### config.mk
export PLATFORM = sky130hd
export DESIGN_NAME = sigm_timer_ctrl
export DESIGN_NICKNAME = d
export VERILOG_FILES = /design/src/hdl/sigm_pkg.sv /design/src/hdl/sigm_timer_ctrl.sv
export SDC_FILE = /design/constraint.sdc
export NUM_CORES = 1
export LEC_CHECK = 0
export BUFFER_PORTS_ARGS = -buffer_cell sky130_fd_sc_hd__buf_2
export CAP_MARGIN = 15
export CORE_MARGIN = 4
export CORE_UTILIZATION = 45
export DETAILED_ROUTE_END_ITERATION = 12
export PLACE_DENSITY = 0.79
export SLEW_MARGIN = 40
export SYNTH_ARGS = -nofsm -noshare
export SYNTH_HDL_FRONTEND = slang
export SYNTH_SLANG_ARGS = --single-unit
### constraint.sdc
create_clock -name clk_sys -period 5.5 [get_ports clk_sys]
set_clock_uncertainty 0.1 [all_clocks]
set_input_delay 0.275 -clock clk_sys [delete_from_list [all_inputs] [get_ports clk_sys]]
set_output_delay 0.275 -clock clk_sys [all_outputs]
set_load 0.01 [all_outputs]
### src/hdl/sigm_pkg.sv
// Constants, register map and state types for the signal measurement timer control block.
// Assumes a single clk_sys domain and a 32-bit AXI4-Lite register port.
package sigm_pkg;

	localparam int ADDR_W = 8;

	// Byte addresses of the registers.
	localparam logic [7:0] OFF_CONTROL_0 = 8'h00;
	localparam logic [7:0] OFF_CLOCK_SELECT = 8'h04;
	localparam logic [7:0] OFF_COUNT_LOW = 8'h08;
	localparam logic [7:0] OFF_COUNT_HIGH = 8'h0c;
	localparam logic [7:0] OFF_COUNT_UPPER = 8'h10;
	localparam logic [7:0] OFF_PERIOD_LOW = 8'h14;
	localparam logic [7:0] OFF_PERIOD_HIGH = 8'h18;
	localparam logic [7:0] OFF_PERIOD_UPPER = 8'h1c;
	localparam logic [7:0] OFF_STATUS = 8'h20;

	// Fields of timer_control_0.
	localparam int BIT_ENABLE = 7;
	localparam int BIT_HALT_ON_MATCH = 5;
	localparam int BIT_WINDOW_POLARITY = 4;
	localparam int BIT_SIGNAL_POLARITY = 3;
	localparam int BIT_CLOCK_EDGE_POLARITY = 2;
	localparam int BIT_PRESCALE_HI = 1;
	localparam int BIT_PRESCALE_LO = 0;
	localparam logic [7:0] CONTROL_0_MASK = 8'hbf;

	// Clock source codes.
	localparam logic [2:0] CSRC_INSTRUCTION = 3'h0;
	localparam logic [2:0] CSRC_SYSTEM = 3'h1;
	localparam logic [2:0] CSRC_HIGH_INTERNAL = 3'h2;
	localparam logic [2:0] CSRC_LOW_INTERNAL = 3'h3;
	localparam logic [2:0] CSRC_MEDIUM_INTERNAL = 3'h4;
	localparam logic [2:0] CSRC_MEDIUM_DIV16 = 3'h5;
	localparam logic [2:0] CSRC_SECONDARY = 3'h6;
	localparam logic [2:0] CSRC_RESERVED = 3'h7;
	localparam int NUM_SOURCES = 7;

	// Reset values, and the value the count reloads to on a match.
	localparam logic [7:0] RST_CONTROL_0 = 8'h00;
	localparam logic [2:0] RST_CLOCK_SELECT = 3'h0;
	localparam logic [23:0] RST_COUNT = 24'h000000;
	localparam logic [23:0] RST_PERIOD = 24'hffffff;
	localparam logic [23:0] COUNT_RELOAD = 24'h000000;

	localparam logic [1:0] RESP_OKAY = 2'h0;
	localparam logic [1:0] RESP_SLVERR = 2'h2;

	typedef enum logic [0:0] {
		ST_IDLE = 1'b0,
		ST_RUN = 1'b1
	} sigm_state_t;

	typedef struct packed {
		logic [7:0] control_0;
		logic [2:0] clock_select;
		logic [23:0] count;
		logic [23:0] period;
		sigm_state_t state;
		logic src_prev;
		logic [2:0] prescale_count;
		logic match_pulse;
		logic win_prev;
		logic sig_prev;
		logic win_act;
		logic sig_act;
		logic win_edge;
		logic sig_edge;
		logic aw_held;
		logic [7:0] aw_addr;
		logic w_held;
		logic [7:0] w_data;
		logic w_lane0;
		logic bvalid;
		logic [1:0] bresp;
		logic rvalid;
		logic [31:0] rdata;
		logic [1:0] rresp;
	} sigm_regs_t;

endpackage

### src/hdl/sigm_timer_ctrl.sv
// Control and 24-bit counter of the signal measurement timer with its AXI4-Lite register slave.
// Assumes all inputs, clock sources included, are synchronous to clk_sys; reset is nrst.
// How it works
// RL1: Clearing enable stops the timer, resets internal state, drops clock requests.
// RL2: Clearing enable leaves every software-visible register unchanged; here the status running and active bits clear.
// RL3: With halt set, a match holds the counter at period and pulses match.
// RL4: With halt clear, a match reloads all 24 bits to zero and pulses match.
// RL5: Window polarity bit picks active-low/falling when set, else active-high/rising.
// RL6: Signal polarity bit picks active-low/falling when set, else active-high/rising.
// RL7: Clock polarity bit makes counting use falling edges when set, rising when clear.
// RL8: Two-bit prescale divides counting edges by one, two, four or eight.
// RL9: Three-bit select picks one of seven clock sources; code seven is reserved.
// RL10: Counter is three software read-write bytes, all zero after any reset.
// RL11: While enabled the counter advances per prescaled edge; disabled it holds.
//
// The placing of the registers and the AXI4-Lite register port are this design's own decisions.
`timescale 1ns/1ps

module sigm_timer_ctrl (
	input wire logic clk_sys,
	input wire logic nrst,
	input wire logic [7:0] s_axi_awaddr,
	input wire logic [2:0] s_axi_awprot,
	input wire logic s_axi_awvalid,
	output logic s_axi_awready,
	input wire logic [31:0] s_axi_wdata,
	input wire logic [3:0] s_axi_wstrb,
	input wire logic s_axi_wvalid,
	output logic s_axi_wready,
	output logic [1:0] s_axi_bresp,
	output logic s_axi_bvalid,
	input wire logic s_axi_bready,
	input wire logic [7:0] s_axi_araddr,
	input wire logic [2:0] s_axi_arprot,
	input wire logic s_axi_arvalid,
	output logic s_axi_arready,
	output logic [31:0] s_axi_rdata,
	output logic [1:0] s_axi_rresp,
	output logic s_axi_rvalid,
	input wire logic s_axi_rready,
	input wire logic [6:0] clock_sources,
	input wire logic window_input,
	input wire logic measured_input,
	output logic [6:0] clock_request,
	output logic timer_running,
	output logic [23:0] counter_value,
	output logic period_match,
	output logic window_active,
	output logic signal_active,
	output logic window_edge,
	output logic signal_edge
);

	localparam sigm_pkg::sigm_regs_t REGS_RESET = '{
		control_0: sigm_pkg::RST_CONTROL_0,
		clock_select: sigm_pkg::RST_CLOCK_SELECT,
		count: sigm_pkg::RST_COUNT,
		period: sigm_pkg::RST_PERIOD,
		state: sigm_pkg::ST_IDLE,
		src_prev: 1'b0,
		prescale_count: 3'h0,
		match_pulse: 1'b0,
		win_prev: 1'b0,
		sig_prev: 1'b0,
		win_act: 1'b0,
		sig_act: 1'b0,
		win_edge: 1'b0,
		sig_edge: 1'b0,
		aw_held: 1'b0,
		aw_addr: 8'h00,
		w_held: 1'b0,
		w_data: 8'h00,
		w_lane0: 1'b0,
		bvalid: 1'b0,
		bresp: sigm_pkg::RESP_OKAY,
		rvalid: 1'b0,
		rdata: 32'h00000000,
		rresp: sigm_pkg::RESP_OKAY
	};

	sigm_pkg::sigm_regs_t regs_reg;
	sigm_pkg::sigm_regs_t regs_next;

	// Returns high when the byte address names a register of this block.
	function automatic logic addr_mapped(input logic [7:0] addr);
		case (addr)
			sigm_pkg::OFF_CONTROL_0,
			sigm_pkg::OFF_CLOCK_SELECT,
			sigm_pkg::OFF_COUNT_LOW,
			sigm_pkg::OFF_COUNT_HIGH,
			sigm_pkg::OFF_COUNT_UPPER,
			sigm_pkg::OFF_PERIOD_LOW,
			sigm_pkg::OFF_PERIOD_HIGH,
			sigm_pkg::OFF_PERIOD_UPPER,
			sigm_pkg::OFF_STATUS: begin
				addr_mapped = 1'b1;
			end
			default: begin
				addr_mapped = 1'b0;
			end
		endcase
	endfunction

	// Mask of prescaler bits that must all be set before a counting tick.
	function automatic logic [2:0] prescale_mask(input logic [1:0] sel);
		case (sel)
			2'h0: prescale_mask = 3'h0;
			2'h1: prescale_mask = 3'h1;
			2'h2: prescale_mask = 3'h3;
			default: prescale_mask = 3'h7;
		endcase
	endfunction

	logic enabled;
	logic halt_on_match;
	logic window_polarity;
	logic signal_polarity;
	logic clock_edge_polarity;
	logic [1:0] prescale_select;
	logic source_valid;
	logic source_level;
	logic source_edge;
	logic tick;
	logic win_level;
	logic sig_level;
	logic do_write;
	logic wr_lane;
	logic [7:0] wr_addr;
	logic [7:0] wr_byte;
	logic count_written;

	assign enabled = regs_reg.control_0[sigm_pkg::BIT_ENABLE];
	assign halt_on_match = regs_reg.control_0[sigm_pkg::BIT_HALT_ON_MATCH];
	assign window_polarity = regs_reg.control_0[sigm_pkg::BIT_WINDOW_POLARITY];
	assign signal_polarity = regs_reg.control_0[sigm_pkg::BIT_SIGNAL_POLARITY];
	assign clock_edge_polarity = regs_reg.control_0[sigm_pkg::BIT_CLOCK_EDGE_POLARITY];
	assign prescale_select = regs_reg.control_0[sigm_pkg::BIT_PRESCALE_HI:sigm_pkg::BIT_PRESCALE_LO];

	// The reserved select code picks no source, so the counter never ticks on it.
	assign source_valid = (regs_reg.clock_select != sigm_pkg::CSRC_RESERVED); // see RL9
	assign source_level = source_valid ? clock_sources[regs_reg.clock_select] : 1'b0; // see RL9

	// Polarity correction turns an active-low input into an active-high level.
	assign win_level = window_input ^ window_polarity; // see RL5
	assign sig_level = measured_input ^ signal_polarity; // see RL6

	assign do_write = regs_reg.aw_held && regs_reg.w_held && !regs_reg.bvalid;
	assign wr_addr = regs_reg.aw_addr;
	assign wr_byte = regs_reg.w_data;
	assign wr_lane = regs_reg.w_lane0;
	assign count_written = do_write && wr_lane &&
		(wr_addr == sigm_pkg::OFF_COUNT_LOW || wr_addr == sigm_pkg::OFF_COUNT_HIGH ||
		wr_addr == sigm_pkg::OFF_COUNT_UPPER);

	always_comb begin
		regs_next = regs_reg;
		regs_next.match_pulse = 1'b0;
		regs_next.win_edge = 1'b0;
		regs_next.sig_edge = 1'b0;
		source_edge = 1'b0;
		tick = 1'b0;

		if (!enabled) begin
			// Only internal state is cleared, which the status bits show; the other software-visible registers keep their values.
			regs_next.state = sigm_pkg::ST_IDLE; // see RL1, RL2
			regs_next.prescale_count = 3'h0; // see RL1
			regs_next.win_act = 1'b0; // see RL1
			regs_next.sig_act = 1'b0; // see RL1
			// Tracking the levels while idle keeps enabling from faking an edge.
			regs_next.src_prev = source_level;
			regs_next.win_prev = win_level;
			regs_next.sig_prev = sig_level;
		end else begin
			unique case (regs_reg.state)
				sigm_pkg::ST_IDLE: begin
					regs_next.state = sigm_pkg::ST_RUN;
					regs_next.src_prev = source_level;
					regs_next.win_prev = win_level;
					regs_next.sig_prev = sig_level;
				end
				sigm_pkg::ST_RUN: begin
					regs_next.src_prev = source_level;
					if (clock_edge_polarity) begin
						source_edge = regs_reg.src_prev && !source_level; // see RL7
					end else begin
						source_edge = !regs_reg.src_prev && source_level; // see RL7
					end
					if (source_edge) begin
						if ((regs_reg.prescale_count & prescale_mask(prescale_select)) ==
							prescale_mask(prescale_select)) begin
							tick = 1'b1; // see RL8
							regs_next.prescale_count = 3'h0;
						end else begin
							regs_next.prescale_count = regs_reg.prescale_count + 3'h1; // see RL8
						end
					end
					regs_next.win_prev = win_level;
					regs_next.sig_prev = sig_level;
					regs_next.win_act = win_level; // see RL5
					regs_next.sig_act = sig_level; // see RL6
					regs_next.win_edge = win_level && !regs_reg.win_prev; // see RL5
					regs_next.sig_edge = sig_level && !regs_reg.sig_prev; // see RL6
				end
			endcase
		end

		if (tick) begin
			if (regs_reg.count == regs_reg.period) begin
				regs_next.match_pulse = 1'b1; // see RL3, RL4
				if (halt_on_match) begin
					regs_next.count = regs_reg.period; // see RL3
				end else begin
					regs_next.count = sigm_pkg::COUNT_RELOAD; // see RL4
				end
			end else begin
				regs_next.count = regs_reg.count + 24'h000001; // see RL11
			end
		end

		// Write address and write data are taken in either order.
		if (s_axi_awvalid && !regs_reg.aw_held && !regs_reg.bvalid) begin
			regs_next.aw_held = 1'b1;
			regs_next.aw_addr = s_axi_awaddr;
		end
		if (s_axi_wvalid && !regs_reg.w_held && !regs_reg.bvalid) begin
			regs_next.w_held = 1'b1;
			regs_next.w_data = s_axi_wdata[7:0];
			regs_next.w_lane0 = s_axi_wstrb[0];
		end
		if (do_write) begin
			regs_next.aw_held = 1'b0;
			regs_next.w_held = 1'b0;
			regs_next.bvalid = 1'b1;
			regs_next.bresp = addr_mapped(wr_addr) ? sigm_pkg::RESP_OKAY : sigm_pkg::RESP_SLVERR;
			if (wr_lane) begin
				// A software write of a counter byte wins over a tick in the same cycle.
				unique case (wr_addr)
					sigm_pkg::OFF_CONTROL_0: begin
						regs_next.control_0 = wr_byte & sigm_pkg::CONTROL_0_MASK;
					end
					sigm_pkg::OFF_CLOCK_SELECT: begin
						regs_next.clock_select = wr_byte[2:0]; // see RL9
					end
					sigm_pkg::OFF_COUNT_LOW: begin
						regs_next.count = {regs_reg.count[23:8], wr_byte}; // see RL10
					end
					sigm_pkg::OFF_COUNT_HIGH: begin
						regs_next.count = {regs_reg.count[23:16], wr_byte, regs_reg.count[7:0]}; // see RL10
					end
					sigm_pkg::OFF_COUNT_UPPER: begin
						regs_next.count = {wr_byte, regs_reg.count[15:0]}; // see RL10
					end
					sigm_pkg::OFF_PERIOD_LOW: begin
						regs_next.period = {regs_reg.period[23:8], wr_byte};
					end
					sigm_pkg::OFF_PERIOD_HIGH: begin
						regs_next.period = {regs_reg.period[23:16], wr_byte, regs_reg.period[7:0]};
					end
					sigm_pkg::OFF_PERIOD_UPPER: begin
						regs_next.period = {wr_byte, regs_reg.period[15:0]};
					end
					default: begin
					end
				endcase
			end
		end
		if (regs_reg.bvalid && s_axi_bready) begin
			regs_next.bvalid = 1'b0;
		end

		if (s_axi_arvalid && !regs_reg.rvalid) begin
			regs_next.rvalid = 1'b1;
			regs_next.rresp = addr_mapped(s_axi_araddr) ? sigm_pkg::RESP_OKAY : sigm_pkg::RESP_SLVERR;
			unique case (s_axi_araddr)
				sigm_pkg::OFF_CONTROL_0: begin
					regs_next.rdata = {24'h000000, regs_reg.control_0};
				end
				sigm_pkg::OFF_CLOCK_SELECT: begin
					regs_next.rdata = {29'h00000000, regs_reg.clock_select};
				end
				sigm_pkg::OFF_COUNT_LOW: begin
					regs_next.rdata = {24'h000000, regs_reg.count[7:0]}; // see RL10
				end
				sigm_pkg::OFF_COUNT_HIGH: begin
					regs_next.rdata = {24'h000000, regs_reg.count[15:8]}; // see RL10
				end
				sigm_pkg::OFF_COUNT_UPPER: begin
					regs_next.rdata = {24'h000000, regs_reg.count[23:16]}; // see RL10
				end
				sigm_pkg::OFF_PERIOD_LOW: begin
					regs_next.rdata = {24'h000000, regs_reg.period[7:0]};
				end
				sigm_pkg::OFF_PERIOD_HIGH: begin
					regs_next.rdata = {24'h000000, regs_reg.period[15:8]};
				end
				sigm_pkg::OFF_PERIOD_UPPER: begin
					regs_next.rdata = {24'h000000, regs_reg.period[23:16]};
				end
				sigm_pkg::OFF_STATUS: begin
					regs_next.rdata = {28'h0000000, regs_reg.sig_act, regs_reg.win_act,
						(regs_reg.count == regs_reg.period), regs_reg.state == sigm_pkg::ST_RUN};
				end
				default: begin
					regs_next.rdata = 32'h00000000;
				end
			endcase
		end else if (regs_reg.rvalid && s_axi_rready) begin
			regs_next.rvalid = 1'b0;
		end
	end

	always_ff @(posedge clk_sys) begin
		if (!nrst) begin
			regs_reg <= REGS_RESET; // see RL10
		end else begin
			regs_reg <= regs_next;
		end
	end

	// Only the selected source is requested, and only while enabled.
	generate
		for (genvar i = 0; i < sigm_pkg::NUM_SOURCES; i++) begin : g_req
			assign clock_request[i] = enabled && (regs_reg.clock_select == 3'(i)); // see RL1, RL9
		end
	endgenerate

	assign s_axi_awready = !regs_reg.aw_held && !regs_reg.bvalid;
	assign s_axi_wready = !regs_reg.w_held && !regs_reg.bvalid;
	assign s_axi_bvalid = regs_reg.bvalid;
	assign s_axi_bresp = regs_reg.bresp;
	assign s_axi_arready = !regs_reg.rvalid;
	assign s_axi_rvalid = regs_reg.rvalid;
	assign s_axi_rdata = regs_reg.rdata;
	assign s_axi_rresp = regs_reg.rresp;
	assign timer_running = (regs_reg.state == sigm_pkg::ST_RUN);
	assign counter_value = regs_reg.count;
	assign period_match = regs_reg.match_pulse;
	assign window_active = regs_reg.win_act;
	assign signal_active = regs_reg.sig_act;
	assign window_edge = regs_reg.win_edge;
	assign signal_edge = regs_reg.sig_edge;

endmodule

==> summary.md <==
| Metric | Value |
|---|---|
| Grt ovf | 0 |
| First-pass DRT Iterations | 8 |
| Synthesized-area fraction occupied by and/or/nand/nor cells | 21.49% |
| Post-synth EDFFs | 0 |
| Peak supply drop | 0.0001837 V |
| Non-filler cells, final | 1010 |
| Area share of the largest cell type after synthesis | 31.51% |
| Final total power | 0.001606 W |
| DRC errors left | 0 |
| CP Capture Point | counter_value[6]$_SDFFE_PN0P_ |
| Reg2reg path depth | 6 |
| Nets | 901 |
| First-pass GRT wire length | 30.27 mm |
| Syn avg cell area | 7.844 um^2 |
| Post-Synth XOR/XNOR Area | 6.552% |
| Die width | 127.4 um |
| Fmax | 326.8 MHz |
| Post-DP HPWL | 13.68 mm |
| Critical path arrival | 3.17 ns |
| Synth unique cells | 67 |
| Routability Congestion | 0.9747 |
| CTS sink count | 101 |
| Gate Count Post-Synth | 818 |
| Setup TNS | 0 ns |
| Wire per inst | 19.06 um |
| Minimum clock period | 3.060 ns |
| Number of flip-flops in the largest register | 37 |
| Fillcell total | 1352 |
| WL met2 | 8.574 mm |
| Flops & latches, synth | 101 |
| Flop2flop setup slack | 2.44 ns |
| H-Tree Depth | 3 |
| Synth area leader | dfxtp_1 |
| Max Cap Violations | 0 |
| Largest family of logic cells by synthesized area | simple AND/OR/NAND/NOR gates |
| Post-synthesis sequential area ratio | 31.51% |
| Clock slew at reported path FFs | 0.07 ns |
| Initial core utilization | 46.04% |
| Row Count | 43 |
| Die area | 16230 um^2 |
| CP startpoint kind | flop |
| Slew margin rel. | 45.96% |
| Synth Area in Compound Gates | 18.04% |
| Slew Viols, Final | 0 |
| Max Fanout on Critical Path | 19 |
| Pwr/cell area | 234.3 nW/um^2 |
| Clock latency at the later pin of the worst-skew pair | 0.35 ns |
| Post-synthesis mux area share | 10.37% |
| Largest net degree at the start of global routing | 47 |
| DR WL met3 | 2.281 mm |
| Critical Path End Type | flop |
| Ys Warns | 0 |
| Antenna cells | 0 |
| TritonCTS clock tree | done |
| IO Count | 152 |
| GRT Overall Usage | 23.13% |
| Post-Synth Adder-Cell Area | 0.3900% |
| Setup crit start | counter_value[8]$_SDFFE_PN0P_ |
| Final period util | 55.64% |
| Layout cells sized above 1 | 16.75% |
| Final hold viol count | 0 |
| Status | completed |
| Share of flip-flops with an asynchronous set or reset | 0% |
| Leakage | 2.575 nW |
| Most area-consuming cells after synthesis | dfxtp_1 32%, buf_4 7.0%, nand2_1 7.0%, mux2i_1 6.4%, xor2_1 4.6% |
| Drt via density | 6.049 |
| Top sig layer | met4 |
| DR vias | 6109 |
| Die Y | 127.4 um |
| Area delta synth->final | 6.806% |
| Slew @ Worst Pin | 0.8033 ns |
| Initial DRC Count | 619 |
| Clk buf depth | 2 |
| Number of global-route vias before repair | 5629 |
| Placed cell count | 993 |
| Most frequent cells in the layout | 119 x nand2_1, 101 x dfxtp_1, 92 x buf_2 |
| RSZ-0062 raised after global routing | false |
| Hold Path Class | in -> reg |
| WS Path Type | reg -> reg |
| Total Wirelength | 19.25 mm |
| Met1 wire length | 7.763 mm |
| ANT nets after route | 0 |
| Synthesized area | 6416 um^2 |
| FF-to-FF Start | counter_value[8]$_SDFFE_PN0P_ |
| CTS Root Cell | clkbuf_16 |
| CTS Buf Count | 9 |
| RR Endpoint | counter_value[6]$_SDFFE_PN0P_ |
| Core footprint | 13930 um^2 |
| Most used DFF post-synth | dfxtp_1 |
| Most frequent standard cell in the layout excluding fill and tap cells | nand2_1 |
| CP required | 5.61 ns |
| Final setup vio count | 0 |
| Initial antenna violation count | 0 |
| Port Buffers | 92 |
-- critical path, stage by stage, from the launching register on --
cell and delay (ns):
dfxtp_1 0.63, xor2_1 0.13, nor4_1 0.46, and2_0 0.49, nand2_2 0.40, a221oi_1 0.53, o22ai_1 0.17
-- synthesized netlist by cell type (5+ instances only) --
master	instances
and2_1	5
xor2_1	34
and3_1	6
a211oi_1	6
nand4_1	14
a22oi_1	9
o22ai_1	9
mux2_2	12
buf_2	9
nand2_1	119
o21ai_0	41
nor4_1	13
a221oi_1	14
inv_1	7
o21ai_1	8
clkbuf_1	53
o211ai_1	9
nand3_1	14
a32oi_1	9
xnor2_1	14
nor2_1	68
nor3_1	19
buf_4	60
nor2b_1	6
dfxtp_1	101
a31oi_1	8
a21oi_1	43
mux2i_1	41
-- routing by layer --
metal | up-vias | GRT usage [%]
met5 | - | 0
met4 | 0 | 9.401
met3 | 56 | 6.438
met2 | 380 | 34.96
met1 | 2848 | 31.13
li1 | 2825 | -
-- stage by stage --
| stage | worst slack, ns | utilization [%] | instance area (um^2) | hold WS (ns) |
|---|---|---|---|---|
| finish | 2.440 | 49.18 | 6853 | 0.06049 |
| detailed placement | 2.591 | 46.73 | 6511 | 0.2849 |
| global placement | 2.623 | 46.68 | 6505 | 0.2844 |
| floorplan | 3.267 | - | 6510 | 0.2740 |
| global route | 2.286 | 49.18 | 6853 | 0.05828 |
| CTS | 2.569 | 49.17 | 6852 | 0.05190 |
-- power by group --
group | switching, W | total (W) | internal, W | leakage [nW]
combinational | 0.0000831 | 0.000130 | 0.0000466 | 1.60
sequential | 0.0000274 | 0.000771 | 0.000744 | 0.819
clock | 0.000298 | 0.000704 | 0.000406 | 0.159
-- what timing repair did --
item	4_1_cts	5_1_grt
resized for setup	0	0
endpoints found under the hold margin	1	0
setup endpoints to repair	0	0
hold buffers	1	0
setup buffers	0	0
-- cell families (layout without fill, tap and decap cells) --
logic type / count (synthesis) / after routing
AO/OA/AOI/OAI: 179 / 179
XOR/XNOR: 48 / 48
adder cells (fa/ha/maj): 2 / 2
buffers and inverters: 133 / 120
flip-flops: 101 / 101
multiplexers: 60 / 60
other: 1 / 26
AND/OR/NAND/NOR: 294 / 294
-- worst min-delay path by stage --
stage,from,depth (start not counted),to,slack [ns]
global route,s_axi_wdata[5],3,wr_byte[5]$_SDFFE_PN0P_,0.06
floorplan,s_axi_rready,1,s_axi_rvalid$_SDFFE_PN0P_,0.27
finish,s_axi_awaddr[3],3,wr_addr[3]$_SDFFE_PN0P_,0.06
global placement,regs_reg[61]$_SDFF_PN0_,1,signal_edge$_SDFF_PN0_,0.28
detailed placement,regs_reg[62]$_SDFF_PN0_,1,window_edge$_SDFF_PN0_,0.28
CTS,s_axi_awaddr[3],3,wr_addr[3]$_SDFFE_PN0P_,0.05
-- final cells by class --
type / count / area (um^2) / share of cell area [%]
multi-input combinational: 609 / 3751 / 54.74
sequential: 101 / 2022 / 29.51
timing repair buffer: 96 / 493.0 / 7.194
clock buffer: 9 / 225.2 / 3.286
tap: 180 / 225.2 / 3.286
clock inverter: 7 / 105.1 / 1.534
inverter: 8 / 31.28 / 0.4565
No activity file was read; power rests on OpenSTA's default activity.
